==> src/common/dsa_pkg.sv <==
//==============================================================
// Operation
// - non-mac ops see whole range as X
// - mac reads use fixed pointer pairs concurrently
// - all writes go over X write bus
// - accumulator write-back targets any address
// - bit-reverse X writes only; fixed boundary
// - unimplemented address reads return zero
// - mac X pointer into Y returns zero
// - mac Y pointer into X returns zero
// - 16-bit byte addresses, two byte lanes
// - byte read selects lane onto low byte
// - Y path fetches words only
// - byte write enables matching lane only
// - pointer step one for byte, two word
// - odd word access traps; write suppressed
// - byte load keeps register high byte
// - near region 0x0000-0x1FFF decoded
// - stack grows up; push post, pop pre
// - call zero-extends pc msb; exception adds status
// - stack limit bit 0 reads zero
// - push beyond stack limit traps
// - stack pointer below 0x0800 traps
package dsa_pkg;
  localparam int          ADDR_W       = 16;
  localparam int          DATA_W       = 16;
  // register map on the plain port
  localparam logic [1:0]  REG_LIMIT    = 2'h0;
  localparam logic [1:0]  REG_STATUS   = 2'h1;
  localparam logic [1:0]  REG_YSPACE   = 2'h2;
  // status field positions
  localparam int          ST_ADDR_ERR  = 0;
  localparam int          ST_STK_ERR   = 1;
  localparam int          ST_UNDERFLOW = 2;
  // fixed space boundaries, limit reset value and pointer steps
  localparam logic [15:0] Y_BASE       = 16'h0800;
  localparam logic [15:0] Y_END        = 16'h0FFF;
  localparam logic [15:0] RAM_END      = 16'h0FFF;
  localparam logic [15:0] NEAR_END     = 16'h1FFF;
  localparam logic [15:0] STACK_FLOOR  = 16'h0800;
  localparam logic [15:0] LIMIT_RESET  = 16'h0000;
  localparam logic [15:0] STEP_BYTE    = 16'h0001;
  localparam logic [15:0] STEP_WORD    = 16'h0002;
endpackage

==> src/rtl/data_space_access_unit.sv <==
`timescale 1ns/10ps
module data_space_access_unit
  import dsa_pkg::*;
#(
  parameter logic [15:0] Y_LO     = Y_BASE,    // first Y byte
  parameter logic [15:0] Y_HI     = Y_END,     // last Y byte
  parameter logic [15:0] MEM_TOP  = RAM_END    // last implemented byte
)(
  input  wire logic        core_clk,         // 40 MHz core clock
  input  wire logic        rst,              // async reset, high
  // register port
  input  wire logic [1:0]  reg_addr,         // register index
  input  wire logic [15:0] reg_wdata,        // write data
  input  wire logic        reg_wr,           // write strobe
  input  wire logic        reg_rd,           // read strobe
  output logic      [15:0] reg_rdata,        // read data, next cycle
  // X access request from core
  input  wire logic        x_req,            // X access valid
  input  wire logic        x_write,          // 1 write, 0 read
  input  wire logic        x_byte,           // byte sized
  input  wire logic        x_mac,            // mac prefetch read
  input  wire logic        x_bitrev,         // bit-reversed address used
  input  wire logic [15:0] x_addr,           // effective byte address
  input  wire logic [15:0] x_wdata,          // write data
  // Y prefetch request
  input  wire logic        y_req,            // Y mac prefetch valid
  input  wire logic [15:0] y_addr,           // y pointer address
  // memory side
  output logic      [14:0] mem_x_addr,       // X word address
  output logic             mem_x_rd,         // X read strobe
  output logic      [1:0]  mem_x_we,         // byte lane write enables
  output logic      [15:0] mem_x_wdata,      // write data
  output logic      [14:0] mem_y_addr,       // Y word address
  output logic             mem_y_rd,         // Y read strobe
  input  wire logic [15:0] mem_x_rdata,      // X word, same cycle as rd
  input  wire logic [15:0] mem_y_rdata,      // Y word, same cycle as rd
  // returned data
  output logic      [15:0] x_rdata,          // X read result
  output logic      [15:0] y_rdata,          // Y read result
  output logic             rdata_vld,        // results valid
  // register-file byte merge
  input  wire logic [15:0] wreg_old,         // destination register now
  output logic      [15:0] wreg_new,         // merged register value
  // pointer arithmetic
  input  wire logic [15:0] ptr_in,           // pointer before modify
  input  wire logic        ptr_dec,          // decrement instead
  output logic      [15:0] ptr_out,          // pointer after modify
  // stack
  input  wire logic        push,             // push request
  input  wire logic        pop,              // pop request
  input  wire logic [15:0] sp_in,            // stack_pointer_reg now
  input  wire logic [15:0] push_data,        // word to push
  input  wire logic        pc_push,          // pushing pc msb word
  input  wire logic        pc_exc,           // exception push
  input  wire logic [7:0]  status_low_byte,  // status low byte
  output logic      [15:0] stack_addr,       // ea of the access
  output logic      [15:0] stack_wdata,      // formatted push word
  output logic      [15:0] sp_next,          // updated pointer
  // near decode and traps
  output logic             near_hit,         // address in near region
  output logic             addr_err_trap,    // misaligned access
  output logic             stack_err_trap    // stack limit or underflow
);

  //==============================================================
  // address decode
  function automatic logic in_y(input logic [15:0] a);
    in_y = (a >= Y_LO) && (a <= Y_HI);
  endfunction

  logic [15:0] limit_q;
  logic [2:0]  sticky_q;
  logic        y_en_q;
  logic        byte_sel_q, byte_q, zero_x_q, zero_y_q;

  // mac X reads exclude Y; other ops see everything as X
  wire x_in_y      = in_y(x_addr) && y_en_q;
  wire x_unimpl    = (x_addr > MEM_TOP);
  wire x_misalign  = !x_byte && x_addr[0];
  wire x_zero      = x_unimpl || (x_mac && !x_write && x_in_y);
  // Y pointers reach only Y; odd bit dropped, words only
  wire y_zero      = !in_y(y_addr) || !y_en_q;
  // bit-reversal is only honoured on writes
  wire x_ok        = x_req && !(x_bitrev && !x_write);
  wire wr_go       = x_ok && x_write && !x_misalign && !x_unimpl;
  wire [1:0] lanes = x_byte ? (x_addr[0] ? 2'b10 : 2'b01) : 2'b11;

  //==============================================================
  // stack checks
  wire [15:0] limit_rd  = {limit_q[15:1], 1'b0};
  wire [15:0] sp_pop    = sp_in - STEP_WORD;
  wire [15:0] s_ea      = pop ? sp_pop : sp_in;
  wire        over      = push && (sp_in > limit_rd);
  wire        under     = (push || pop) && (s_ea < STACK_FLOOR);
  wire [7:0]  pc_msb    = pc_exc ? status_low_byte : 8'h00;
  wire [15:0] push_word = pc_push ? {pc_msb, push_data[7:0]} : push_data;

  //==============================================================
  // register port
  wire [15:0] rd_mux = (reg_addr == REG_LIMIT)  ? limit_rd :
                       (reg_addr == REG_STATUS) ? {13'h0000, sticky_q} :
                       (reg_addr == REG_YSPACE) ? {15'h0000, y_en_q} : 16'h0000;
  wire [2:0] ev = {under, over, x_req && x_misalign};
  // set wins over write-one-to-clear
  wire [2:0] clr = (reg_wr && reg_addr == REG_STATUS) ? reg_wdata[2:0] : 3'b000;

  wire [7:0]  sel_byte = byte_sel_q ? mem_x_rdata[15:8] : mem_x_rdata[7:0];

  always_ff @(posedge core_clk or posedge rst)
  begin
    if (rst)
    begin
      limit_q  <= LIMIT_RESET;
      sticky_q <= 3'b000;
      y_en_q   <= 1'b1;
      reg_rdata <= 16'h0000;
    end
    else
    begin
      if (reg_wr && reg_addr == REG_LIMIT)
        limit_q <= reg_wdata;
      if (reg_wr && reg_addr == REG_YSPACE)
        y_en_q <= reg_wdata[0];
      sticky_q  <= (sticky_q & ~clr) | ev;
      reg_rdata <= reg_rd ? rd_mux : 16'h0000;
    end
  end

  //==============================================================
  // memory strobes and returned data
  always_ff @(posedge core_clk or posedge rst)
  begin
    if (rst)
    begin
      mem_x_addr <= 15'h0000;
      mem_x_rd   <= 1'b0;
      mem_x_we   <= 2'b00;
      mem_x_wdata <= 16'h0000;
      mem_y_addr <= 15'h0000;
      mem_y_rd   <= 1'b0;
      byte_sel_q <= 1'b0;
      byte_q     <= 1'b0;
      zero_x_q   <= 1'b0;
      zero_y_q   <= 1'b0;
      rdata_vld  <= 1'b0;
      x_rdata    <= 16'h0000;
      y_rdata    <= 16'h0000;
    end
    else
    begin
      mem_x_addr  <= x_addr[15:1];
      mem_x_rd    <= x_ok && !x_write;
      mem_x_we    <= wr_go ? lanes : 2'b00;
      mem_x_wdata <= x_byte ? {x_wdata[7:0], x_wdata[7:0]} : x_wdata;
      mem_y_addr  <= y_addr[15:1];
      mem_y_rd    <= y_req && x_mac;
      byte_sel_q  <= x_addr[0];
      byte_q      <= x_byte;
      zero_x_q    <= x_zero;
      zero_y_q    <= y_zero;
      rdata_vld   <= mem_x_rd || mem_y_rd;
      x_rdata     <= 16'h0000;
      y_rdata     <= 16'h0000;
      if (mem_x_rd && !zero_x_q)
        x_rdata <= byte_q ? {8'h00, sel_byte} : mem_x_rdata;
      if (mem_y_rd && !zero_y_q)
        y_rdata <= mem_y_rdata;
    end
  end

  //==============================================================
  // core-side results
  wire [15:0] step = x_byte ? STEP_BYTE : STEP_WORD;

  always_ff @(posedge core_clk or posedge rst)
  begin
    if (rst)
    begin
      wreg_new       <= 16'h0000;
      ptr_out        <= 16'h0000;
      stack_addr     <= 16'h0000;
      stack_wdata    <= 16'h0000;
      sp_next        <= 16'h0000;
      near_hit       <= 1'b0;
      addr_err_trap  <= 1'b0;
      stack_err_trap <= 1'b0;
    end
    else
    begin
      wreg_new       <= x_byte ? {wreg_old[15:8], x_rdata[7:0]} : x_rdata;
      ptr_out        <= ptr_dec ? ptr_in - step : ptr_in + step;
      stack_addr     <= s_ea;
      stack_wdata    <= push_word;
      sp_next        <= push ? sp_in + STEP_WORD : (pop ? sp_pop : sp_in);
      near_hit       <= x_req && (x_addr <= NEAR_END);
      addr_err_trap  <= x_req && x_misalign;
      stack_err_trap <= over || under;
    end
  end

  //==============================================================
  // checks
  // reset sits in each antecedent that $past looks back from, except in a_limit_bit0, so the release
  // edge never compares against a value taken while the flops were held
  a_misalign_no_write: assert property (@(posedge core_clk) disable iff (rst)
    (x_req && x_write && x_misalign) |=> (mem_x_we == 2'h0 && addr_err_trap))
    else $error("misaligned write not suppressed");
  a_misalign_flag: assert property (@(posedge core_clk) disable iff (rst)
    (x_req && !x_byte && x_addr[0]) |=> addr_err_trap)
    else $error("odd word access not flagged");
  a_byte_one_lane: assert property (@(posedge core_clk) disable iff (rst)
    (x_req && x_write && x_byte && !x_unimpl && !x_bitrev && !rst)
      |=> (mem_x_we == ($past(x_addr[0]) ? 2'h2 : 2'h1)))
    else $error("byte write lane wrong");
  a_word_lanes: assert property (@(posedge core_clk) disable iff (rst)
    (x_req && x_write && !x_byte && !x_misalign && !x_unimpl) |=> (mem_x_we == 2'h3))
    else $error("word write lanes wrong");
  a_bitrev_read: assert property (@(posedge core_clk) disable iff (rst)
    (x_req && x_bitrev && !x_write) |=> !mem_x_rd)
    else $error("bit-reversed read issued");
  a_y_mac_only: assert property (@(posedge core_clk) disable iff (rst)
    !(y_req && x_mac) |=> !mem_y_rd)
    else $error("Y read outside mac");
  a_mac_x_zero: assert property (@(posedge core_clk) disable iff (rst)
    (x_req && x_mac && !x_write && x_in_y) |=> ##1 (x_rdata == 16'h0000))
    else $error("mac X fetch into Y not zero");
  a_mac_y_zero: assert property (@(posedge core_clk) disable iff (rst)
    (y_req && x_mac && !in_y(y_addr)) |=> ##1 (y_rdata == 16'h0000))
    else $error("mac Y fetch into X not zero");
  a_unimpl_zero: assert property (@(posedge core_clk) disable iff (rst)
    (x_req && !x_write && x_unimpl) |=> ##1 (x_rdata == 16'h0000))
    else $error("unimplemented read not zero");
  a_byte_read_low: assert property (@(posedge core_clk) disable iff (rst)
    (x_req && x_byte && !x_write && !x_bitrev) |=> ##1 (x_rdata[15:8] == 8'h00))
    else $error("byte read high byte not zero");
  a_byte_keep_high: assert property (@(posedge core_clk) disable iff (rst)
    (x_byte && !rst) |=> (wreg_new[15:8] == $past(wreg_old[15:8])))
    else $error("byte load touched high byte");
  a_limit_bit0: assert property (@(posedge core_clk) disable iff (rst)
    $past(reg_rd && reg_addr == REG_LIMIT) |-> (reg_rdata[0] == 1'b0))
    else $error("limit bit 0 not zero");
  a_push_at_limit: assert property (@(posedge core_clk) disable iff (rst)
    (push && sp_in == limit_rd && sp_in >= STACK_FLOOR) |=> !stack_err_trap)
    else $error("push at limit trapped");
  a_push_over: assert property (@(posedge core_clk) disable iff (rst)
    (push && sp_in > limit_rd) |=> stack_err_trap)
    else $error("push beyond limit not trapped");
  a_underflow_trap: assert property (@(posedge core_clk) disable iff (rst)
    (pop && sp_pop < STACK_FLOOR) |=> stack_err_trap)
    else $error("underflow not trapped");
  a_sp_push_step: assert property (@(posedge core_clk) disable iff (rst)
    (push && !pop && !rst) |=> (sp_next == $past(sp_in) + STEP_WORD))
    else $error("push did not post-increment");
  a_pc_zero_ext: assert property (@(posedge core_clk) disable iff (rst)
    (pc_push && !pc_exc && !rst) |=> (stack_wdata[15:8] == 8'h00))
    else $error("call push msb not zero");
  a_pc_status: assert property (@(posedge core_clk) disable iff (rst)
    (pc_push && pc_exc && !rst) |=> (stack_wdata[15:8] == $past(status_low_byte)))
    else $error("exception push msb not status");
  a_near_decode: assert property (@(posedge core_clk) disable iff (rst)
    (x_req && x_addr == 16'h2000) |=> !near_hit)
    else $error("near decode too wide");
  a_near_hit: assert property (@(posedge core_clk) disable iff (rst)
    (x_req && x_addr <= NEAR_END) |=> near_hit)
    else $error("near address missed");
  a_step_size: assert property (@(posedge core_clk) disable iff (rst)
    (!ptr_dec && !rst)
      |=> (ptr_out == $past(ptr_in) + ($past(x_byte) ? STEP_BYTE : STEP_WORD)))
    else $error("pointer step wrong");
  a_step_down: assert property (@(posedge core_clk) disable iff (rst)
    (ptr_dec && !rst)
      |=> (ptr_out == $past(ptr_in) - ($past(x_byte) ? STEP_BYTE : STEP_WORD)))
    else $error("pointer decrement wrong");

endmodule

==> config.mk <==
export PLATFORM = sky130hd
export DESIGN_NAME = data_space_access_unit
export DESIGN_NICKNAME = d
export VERILOG_FILES = /design/src/common/dsa_pkg.sv /design/src/rtl/data_space_access_unit.sv
export SDC_FILE = /design/constraint.sdc
export NUM_CORES = 1
export LEC_CHECK = 0
export BUFFER_PORTS_ARGS = -buffer_cell sky130_fd_sc_hd__buf_2
export CAP_MARGIN = 20
export CORE_AREA = 2 2 141 143
export CTS_CLUSTER_SIZE = 30
export DETAILED_ROUTE_END_ITERATION = 7
export DIE_AREA = 0 0 143 145
export PLACE_DENSITY = 0.76
export SLEW_MARGIN = 20
export SYNTH_ARGS = -nofsm -noshare
export SYNTH_HDL_FRONTEND = slang
export SYNTH_SLANG_ARGS = --single-unit
export TNS_END_PERCENT = 10
==> constraint.sdc <==
create_clock -name core_clk -period 6.05 [get_ports core_clk]
set_input_delay 0.3025 -clock core_clk [delete_from_list [all_inputs] [get_ports core_clk]]
set_output_delay 0.3025 -clock core_clk [all_outputs]
set_load 0.005 [all_outputs]
Yosys cells after proc, flatten, opt, wreduce, memory -nomap -nowiden
Cells that the tools add are included.
- bits in registers: 206
- bits of input ports: 185
- output and inout bits: 182
- logic and storage cells: 99
- add/subtract/negate cells: 4
- $lt $le $gt $ge: 8
- equal/unequal tests: 2
- muxes and demuxes: 20
- bitwise operators: 3
- reductions and logical operators: 37
- operators with widths (kind ; count):
    2-to-1 mux 16 bit ; 11
    greater-or-equal comparator 16 x 12 -> 1 bit, second input constant ; 2
    <= comparator 16 x 12 -> 1 bit, second input constant ; 2
    logical AND 1 bit ; 22
    adder 16 x 2 -> 16 bit ; 1
    adder 16 x 2 -> 16 bit, second input constant ; 1
    > comparator 16 x 12 -> 1 bit, second input constant ; 1
    > comparator 16 bit ; 1
    <= comparator 16 x 13 -> 1 bit, second input constant ; 1
    < comparator 16 x 12 -> 1 bit, second input constant ; 1
    2-to-1 mux 8 bit ; 2
    subtractor 16 x 2 -> 16 bit ; 1
    subtractor 16 x 2 -> 16 bit, second input constant ; 1
    logical NOT 1 bit ; 9
    2-to-1 mux 2 bit ; 4
    2-to-1 mux 3 bit ; 2
    logical OR 1 bit ; 5
    bitwise AND 3 bit ; 1
    inverter 3 bit ; 1
    OR 3 bit ; 1
    equality test 2 x 1 -> 1 bit, second input constant ; 1
    equality test 2 bit, second input constant ; 1
    logical NOT 2 bit ; 1
    2-to-1 mux 1 bit ; 1

Logic depth before layout (Yosys ltp)
Gate-level depths: netlist (run 1).
- word-level depth: 8
- gate-level depth with buffers: 10
- gate-level depth less buffers: 10

Worst setup path before layout (run 1)
Ideal clock, no wire load.
- path type: in2reg
- from: input x_byte
- to: register ptr_out[14]
- library setup time: 80 ps
- data arrival time: 2668 ps
- data required time: 5970 ps
- path slack: 3302 ps
- stages: 10
- path buffers: 2
- path through: clkbuf_1 > clkbuf_1 > and2_1 > fa_1 > a211oi_1 > nor2_1 > o41ai_2 > o21ai_1 > a211oi_1 > xnor2_1
- longest elaborated chain between the ends: 3
- elaborated cells between the ends (all ways): 4
- classes of those cells: add/sub (2); mux (2)
- ends and longest elaborated chain (item ; RTL line ; RTL):
    start: declaration ; data_space_access_unit.sv:20 ; input wire logic x_byte,
    2-to-1 mux 2 bit (*) ; data_space_access_unit.sv:173 ; wire [15:0] step = x_byte ? STEP_BYTE : STEP_WORD;
    adder 16 x 2 -> 16 bit / subtractor 16 x 2 -> 16 bit (equally long branches) ; data_space_access_unit.sv:191 ; ptr_out <= ptr_dec ? ptr_in - step : ptr_in + step;
    2-to-1 mux 16 bit (*) ; data_space_access_unit.sv:191 ;
    end signal: assignment ; data_space_access_unit.sv:191 ;
    end: declaration ; data_space_access_unit.sv:47 ; output logic [15:0] ptr_out,
Every way passes the cells marked *; elsewhere a longest branch is shown, timed or not.
A chain may end at the register's enable or synchronous reset.

Worst setup path in the final report (run 1)
Ends and elaborated chain as after synthesis.

==> qor.log, run 1 <==
qor: sta.postLayoutSetupSlackWorst 3.537 ns
qor: sta.max_slew_margin 0.3371
qor: placement.detailedPlace.worstSlack 3.022 ns
qor: logic_synthesis.synth_seq_cells 204
qor: critical_path.ff2ff_setup_slack 4.21 ns
qor: global_route.grt_first_pass_wirelength 34.96 mm
qor: detailed_routing.wirelength 22.89 mm
qor: critical_path.crit_path_start_kind input pin
qor: sta.final.setup.tns 0 ns
qor: pwr.power.share.switching 0.2381
qor: die.die_height 145 um
qor: clock_network.number_of_clock_buffers_inserted_by_tritoncts 22
qor: clock_network.clkSinkCount 204
qor: die.horizontal_die_dimension 143 um
qor: critical_path.worst_r2r_startpoint limit_q[9]
qor: logic_synthesis.syn-instance-count 648
qor: critical_path.critical_path.max_fanout 21
qor: clock_network.clk-insertion-delay-late 0.50 ns
qor: clock_network.cts_htree_levels 1
qor: sta.fin_worst_hold_slack 0.003478 ns
qor: logic_synthesis.synth_sequential_area_ratio 0.6389
qor: clock_network.clock-root-buffer clkbuf_16
qor: placement.globalplace.congestion 0.8911
qor: pwr.switching_power 0.7981 mW
qor: detailed_routing.drt_first_pass_iters 4
qor: sta.post-route-min-period 2.513 ns
qor: cells_and_area.layout.area.seq 5106 um2
qor: placement.port-buffer-count 357
qor: global_route.number_of_global_route_vias_before_repair 6476
qor: pwr.p_leak 5.917 nW
qor: sta.clock-skew-final 0.009014 ns
qor: logic_synthesis.synth_edf_count 0
qor: pwr.power_density 292.5 nW/um2
qor: global_route.grt_start_max_net_pins 131
qor: sta.drv_slew 0
qor: logic_synthesis.yosysWarningCount 0
qor: detailed_routing.initialDrtViolationCount 244
qor: placement.detailed_place_hpwl 16.46 mm
qor: critical_path.path_class in -> reg
qor: detailed_routing.remaining_drc_errors 0
qor: min_path.worst_hold_path_type in -> async
qor: detailed_routing.wl_per_cell 16.92 um
qor: pwr.pwr-share-seq 0.443
qor: cells_and_area.fill_cells 1553
qor: critical_path.cp-end-kind flip-flop
qor: die.floorplan.rows 51
qor: die.design.portCount 367
qor: critical_path.reg2reg_to stack_err_trap
qor: cells_and_area.post_route_cells_drive_above_1_share 0.3941
qor: sta.transition_at_the_pin_with_the_smallest_max_transition_slack 0.9924 ns
qor: global_route.antenna_found_initial 2
qor: sta.max_clock_freq 397.9 MHz
qor: global_route.overflow 0
qor: sta.finalHoldViolations 0
qor: pwr.pwr-share-comb 0.132
qor: logic_synthesis.synth_flop_cell dfrtp_1
qor: clock_network.cts_repair_resize_count 0
qor: critical_path.rr_worst_depth 8
qor: pwr.p_int 2.554 mW
qor: pwr.power_frac_clock 0.425
qor: cells_and_area.multi_input_area 2655 um2
qor: clock_network.clock_path_buffers 3
qor: pwr.peakVddDrop 0.1898 mV
qor: sta.grt_setup_unrepaired no
qor: die.start_util 0.4161
qor: critical_path.cp.arrival 2.93 ns
qor: cells_and_area.num-nets-final 1289
qor: status.status completed
qor: placement.post_dp_cell_area 10030 um2
qor: die.design.die.area 20740 um2
qor: logic_synthesis.asyncSetResetFlopFracSynth 1.000
qor: logic_synthesis.netlist-cell-type-count 56
qor: detailed_routing.avgViaCountPerCell 4.779
qor: cells_and_area.syn2layout_area_growth 43.36%
qor: logic_synthesis.syn-mean-instance-area 12.33 um2
qor: job.drv_cap 0
qor: logic_synthesis.synth_fp_nets 866
qor: logic_synthesis.synthesis.area 7993 um2
qor: detailed_routing.final_antenna_net_count 0
qor: clock_network.tritoncts built
qor: sta.setup_violations_final 0
qor: cells_and_area.layout.cell_area.non_filler 11460 um2
qor: detailed_routing.route.vias.total 6466
qor: critical_path.crit_required 6.46 ns
qor: sta.final_min_period_over_clock_period 0.4154
qor: die.core-area 19210 um2
qor: global_route.grt_util_all_layers 0.2143
qor: clock_network.worst_setup_hold_path_clk_slew 0.06 ns
==> final cells by class <==
class                           count  share of cell area
Tap cell                          265             0.02894
Multi-Input combinational cell    385              0.2317
Inverter                           34             0.01179
Clock inverter                     12             0.01463
Sequential cell                   204              0.4456
Timing Repair Buffer              424              0.2136
Clock buffer                       27             0.05329
Antenna cell                        2           0.0004368
==> routing by layer <==
metal	share of wire	GRT usage
met5	0	0
met4	0.034	0.08020
met3	0.066	0.03696
met1	0.41	0.2747
met2	0.49	0.3617
==> cells in the mapped netlist (all sizes together), types with 10 or more instances <==
cell type / instances / share of area
a21o: 10 / 0.0094
nor2: 26 / 0.012
nand3: 19 / 0.012
mux2: 20 / 0.028
xor2: 15 / 0.018
xnor2: 24 / 0.027
ha: 32 / 0.050
a21oi: 27 / 0.017
nor3: 21 / 0.013
and2: 28 / 0.022
dfrtp: 203 / 0.64
inv: 34 / 0.016
nand2: 46 / 0.022
o21ai: 36 / 0.023
clkbuf: 19 / 0.0089
==> worst max-delay path by stage <==
stage	startpoint	end	slack, ns	cells after the start
final	x_byte	ptr_out[14]	3.54	10
after global placement	x_byte	ptr_out[14]	3.02	10
after detailed placement	x_byte	ptr_out[14]	3.02	10
after floorplan	rst	addr_err_trap	0.18	1
after global routing	x_byte	ptr_out[14]	3.27	10
after CTS	x_byte	ptr_out[14]	3.53	10
==> per-stage QoR <==
| stage | power (mW) | cells | util |
|---|---|---|---|
| after global routing | 3.503 | 1353 | 0.5966 |
| after global placement | 1.904 | 1247 | 0.5222 |
| after CTS | 3.385 | 1350 | 0.5958 |
| after floorplan | 1.717 | 648 | - |
| after detailed placement | 1.916 | 1248 | 0.5224 |
| final | 3.352 | 1353 | 0.5966 |
==> registers in the layout (all words and copies together) (netlist names), 2 cells and up <==
register     count
mem_x_wdata     16
ptr_out         16
reg_rdata       16
sp_next         16
stack_wdata     16
wreg_new        16
x_rdata         16
y_rdata         16
limit_q         15
mem_x_addr      15
mem_y_addr      15
stack_addr      15
sticky_q         3
mem_x_we         2
==> critical path: stages <==
cell	delay, ns
buf_2	0.42
ha_1	0.26
inv_1	0.06
fa_1	0.43
a211oi_1	0.23
nor2_1	0.11
o41ai_2	0.49
o21ai_1	0.16
a211oi_1	0.31
xnor2_1	0.15
==> placed cells by master (no fill, tap or decap), drive strengths merged, types with 5 or more instances in the layout <==
cell type	netlist	final
o21ai	36	36
a21oi	27	27
nand2	46	46
clkinv	0	7
inv	34	35
nor3	21	21
nand3	19	19
dlygate4sd3	0	64
nor2	26	26
xor2	15	15
a21o	10	10
nor4	5	5
dfrtp	203	203
nand3b	5	5
and3	7	7
clkbuf	19	27
ha	32	32
and2	28	28
mux2	20	20
a31oi	6	6
xnor2	24	24
a211oi	5	5
nor2b	5	5
buf	6	360
==> power by group through the flow <==
stage / logic (mW) / clock network, mW / registers, mW
finish: 0.442 / 1.42 / 1.49
global route: 0.492 / 1.52 / 1.49
CTS: 0.442 / 1.46 / 1.48
detailed placement: 0.407 / 0 / 1.51
global placement: 0.398 / 0 / 1.51
floorplan: 0.200 / 0 / 1.52
==> repair_timing <==
action	CTS	global route
buffers inserted	0	0
hold buffers	63	1
endpoints found under the hold margin	63	1
==> kinds of logic after synthesis <==
family,share of synthesized area
flip-flops,0.6389
AO/OA/AOI/OAI,0.07812
multiplexers,0.03068
buffers and inverters,0.02959
adder cells (fa/ha/maj),0.05260
XOR/XNOR,0.04555
AND/OR/NAND/NOR,0.1246
No activity file was read; power rests on OpenSTA's default activity.
==> run 2: changes to the inputs <==
Settings changed: ABC_AREA set to 1, CORE_AREA 2 2 141 143 to 2 2 143 145, DIE_AREA 0 0 143 145 to 0 0 145 147, PLACE_DENSITY 0.76 to 0.73.
Clock period 6.05 ns to 2.5 ns, I/O delays scaled along.
==> qor.log, run 2 <==
qor: detailed_routing.route.vias.total 7857 [+22%]
qor: min_path.worst_hold_path_type in -> reg
qor: critical_path.ff2ff_setup_slack 0.34 ns [-3.87 ns]
qor: min_path.timing.hold.worst.start ptr_in[2]
qor: sta.fin_worst_hold_slack 0.01349 ns [+0.01001 ns]
qor: logic_synthesis.synth.most_common_cell dfrtp_1
qor: detailed_routing.wirelength 27.46 mm [+20%]
qor: critical_path.critical-path-max-stage-delay 0.62 ns [+0.13 ns]
qor: min_path.min_delay_path_depth 3
qor: sta.max_clock_freq 462.6 MHz
qor: critical_path.rr_worst_depth 5 [-3]
qor: clock_network.clock-root-buffer clkbuf_16
qor: logic_synthesis.post-synth-top-area-cell dfrtp_1
qor: die.die_height 147 um [+1.4%]
qor: sta.drv_slew 0 [unchanged]
qor: logic_synthesis.synth_top_family_by_area simple AND/OR/NAND/NOR gates
qor: critical_path.reg2reg_to x_rdata[0]
qor: logic_synthesis.netlist-cell-type-count 37 [-34%]
qor: detailed_routing.remaining_drc_errors 0 [unchanged]
qor: placement.number_of_placed_instances_with_taps_included 1440 [+15%]
qor: logic_synthesis.yosysWarningCount 0 [unchanged]
qor: logic_synthesis.yosysTopAreaCellShare 0.6197 [-0.01591]
qor: die.design.portCount 367 [unchanged]
qor: placement.globalplace.congestion 0.9016 [+1.2%]
qor: critical_path.cp-end-kind flip-flop
qor: logic_synthesis.netlist_top_cells_area dfrtp_1, nand2_1, ha_1
qor: logic_synthesis.synth_compound_gate_area_share 0.05571 [-0.02241]
qor: clock_network.clkSinkCount 204 [unchanged]
qor: cells_and_area.syn2layout_area_growth 54.70%
qor: die.design.die.area 21320 um2 [+2.8%]
qor: sta.setup_violations_final 0 [unchanged]
qor: placement.detailedPlace.worstSlack 0.7329 ns [-2.289 ns]
qor: cells_and_area.finalCoreUtilization 0.6391 [+0.04252]
qor: pwr.peakVddDrop 0.6167 mV [+220%]
qor: placement.detailed_place_hpwl 18.46 mm [+12%]
qor: logic_synthesis.synthesis.area 8198 um2 [+2.6%]
qor: pwr.design_power_total 7.987 mW [+140%]
qor: logic_synthesis.syn-instance-count 821 [+27%]
qor: sta.clock-skew-final 0.01166 ns [+0.002650 ns]
qor: die.floorplan.rows 52 [+2.0%]
qor: sta.final.setup.tns 0 ns [unchanged]
qor: sta.transition_at_the_pin_with_the_smallest_max_transition_slack 0.9192 ns [-0.07316 ns]
qor: cells_and_area.post_route_cells_drive_above_1_share 0.3180 [-0.07609]
qor: cells_and_area.num-nets-final 1575 [+22%]
qor: global_route.antenna_found_initial 1 [-1]
qor: job.drv_cap 0 [unchanged]
qor: detailed_routing.wl_per_cell 16.72 um [-1.1%]
qor: logic_synthesis.synth_common_cells dfrtp_1, nand2_1, nor2_1
qor: sta.grt_setup_unrepaired no
qor: clock_network.clock_path_buffers 3 [unchanged]
qor: critical_path.worst_r2r_startpoint mem_x_rd
qor: logic_synthesis.synth_seq_cells 204 [unchanged]
qor: critical_path.cp_num_buf_inv 2 [unchanged]
qor: cells_and_area.layout.cell_area.non_filler 12680 um2 [+11%]
qor: clock_network.number_of_clock_buffers_inserted_by_tritoncts 22 [unchanged]
qor: logic_synthesis.synthXorXnorAreaFrac 0.03083 [-0.01472]
qor: logic_synthesis.post_synth_fa_ha_maj_area_fraction 0.05128 [-0.001317]
qor: global_route.grt_start_max_net_pins 64 [-51%]
qor: sta.post-route-min-period 2.162 ns
qor: clock_network.cts_htree_levels 1 [unchanged]
qor: critical_path.crit_path_start_kind flip-flop
qor: critical_path.timing.critical_path.slowest_stage_cell nor2_1
qor: cells_and_area.final_common_cell buf_2
qor: min_path.hold-path-endpoint ptr_out[2]
qor: critical_path.critical-path-top-cell-by-count nor2_1
qor: die.core-area 19840 um2 [+3.3%]
qor: logic_synthesis.asyncSetResetFlopFracSynth 1.000 [unchanged]
qor: critical_path.cp.arrival 2.60 ns [-0.33 ns]
qor: global_route.grt_util_all_layers 0.2539 [+0.03961]
qor: logic_synthesis.yosys-mux-area-fraction 0 [-0.03068]
qor: placement.port-buffer-count 357 [unchanged]
qor: logic_synthesis.synth_flop_cell dfrtp_1
qor: sta.max_slew_margin 0.3857 [+0.04865]
qor: pwr.p_leak 6.881 nW [+16%]
qor: sta.final_min_period_over_clock_period 0.8647
qor: sta.postLayoutSetupSlackWorst 0.3383 ns [-3.198 ns]
qor: logic_synthesis.syn-mean-instance-area 9.985 um2 [-19%]
qor: logic_synthesis.synth_sequential_area_ratio 0.6229 [-0.01599]
qor: clock_network.worst_setup_hold_path_clk_slew 0.06 ns [about the same]
qor: detailed_routing.initialDrtViolationCount 375 [+54%]
qor: placement.post_dp_cell_area 10350 um2 [+3.1%]
qor: logic_synthesis.post_synth_and_or_nand_nor_area_fraction 0.1876 [+0.06297]
qor: cells_and_area.final_cell_mix buf_2, dfrtp_1, nand2_1
qor: critical_path.crit_required 2.94 ns [-3.52 ns]
qor: critical_path.critPathTopFamily simple AND/OR/NAND/NOR gates
qor: die.horizontal_die_dimension 145 um [+1.4%]
qor: clock_network.clk-insertion-delay-late 0.50 ns [about the same]
qor: critical_path.worstPathCellList inv_1 > nor2_1 > o21ai_0 > nor2_1 > dlygate4sd3_1
qor: logic_synthesis.synth_edf_count 0 [unchanged]
qor: clock_network.postCtsSetupRepairBufs 0 [unchanged]
qor: detailed_routing.drt_first_pass_iters 4 [unchanged]
qor: die.start_util 0.4131 [-0.003015]
qor: status.status completed
qor: critical_path.path_class reg -> reg
qor: global_route.number_of_global_route_vias_before_repair 8066 [+25%]
qor: sta.finalHoldViolations 0 [unchanged]
qor: critical_path.critical_path.max_fanout 15 [-29%]
qor: global_route.grt_first_pass_wirelength 42.75 mm [+22%]
qor: detailed_routing.avgViaCountPerCell 4.785 [+0.13%]
qor: clock_network.tritoncts built
qor: logic_synthesis.synth_fp_nets 1039 [+20%]
qor: pwr.power_density 629.8 nW/um2 [+120%]
qor: cells_and_area.final-instance-count-excl-fill 1642 [+21%]
qor: global_route.overflow 0 [unchanged]
qor: detailed_routing.final_antenna_net_count 0 [unchanged]
-- run 2: cell count changes in the layout (fill, tap and decap cells not counted), moves of 9 or more --
| cell | change |
|---|---|
| inv_1 | +48 |
| a21o_1 | -10 |
| nor3_1 | -14 |
| xnor2_1 | -21 |
| nand2_1 | +137 |
| nor2_2 | +9 |
| xor2_1 | +12 |
| a21oi_1 | +14 |
| nand3_1 | +17 |
| mux2_2 | -20 |
| and2_1 | -27 |
| dlygate4sd3_1 | +99 |
| nor2_1 | +69 |
-- run 2: routing by layer --
layer / track usage / share of wire / up-vias / routed length (um)
met2: 0.4438 / 0.50 / 371 / 13690
met4: 0.1267 / 0.053 / 0 / 1459
met5: 0 / 0 / - / 0
met1: 0.2983 / 0.38 / 3724 / 10350
met3: 0.05342 / 0.071 / 102 / 1959
li1: - / - / 3660 / -
-- run 2: worst min-delay path, delay by kind of cell --
| kind | cells | cell delay (ns) |
|---|---|---|
| xor gates and xnor gates | 1 | 0.08 |
| adders and majority gates | 1 | 0.19 |
| buffers and inverters | 1 | 0.08 |
-- run 2: worst max path at each step --
stage                  start       endpoint  slack (ns)  cells past startpoint
floorplan                rst  addr_err_trap       -0.27                      1
global placement     ptr_dec    ptr_out[14]        0.75                     11
detailed placement   ptr_dec    ptr_out[10]        0.73                     10
CTS                 mem_x_rd     x_rdata[0]        0.45                      5
global route        mem_x_rd     x_rdata[0]        0.18                      5
finish              mem_x_rd     x_rdata[0]        0.34                      5
-- run 2: logic make-up after synthesis --
group,Yosys count
simple gates,358
flops,204
buf+inv,110
compound gates,88
fa+ha+maj,33
xor+xnor,28
-- run 2: layout make-up --
class	count	area [um2]
Multi-Input combinational cell	507	2668
Inverter	92	349.1
Fill cell	1460	7162
Clock inverter	5	38.79
Clock buffer	33	661.9
Sequential cell	204	5106
Tap cell	270	337.8
Antenna cell	1	2.502
Timing Repair Buffer	530	3518
-- run 2: power breakdown --
group          switching (mW)  internal, mW
logic                   0.675         0.590
clock network            1.29          1.83
registers              0.0777          3.53
total                    2.04          5.94
-- run 2: what timing repair did --
action                    CTS  global route
hold endpoints to repair  178             0
hold buffers              163             0
gates resized for setup     0             0
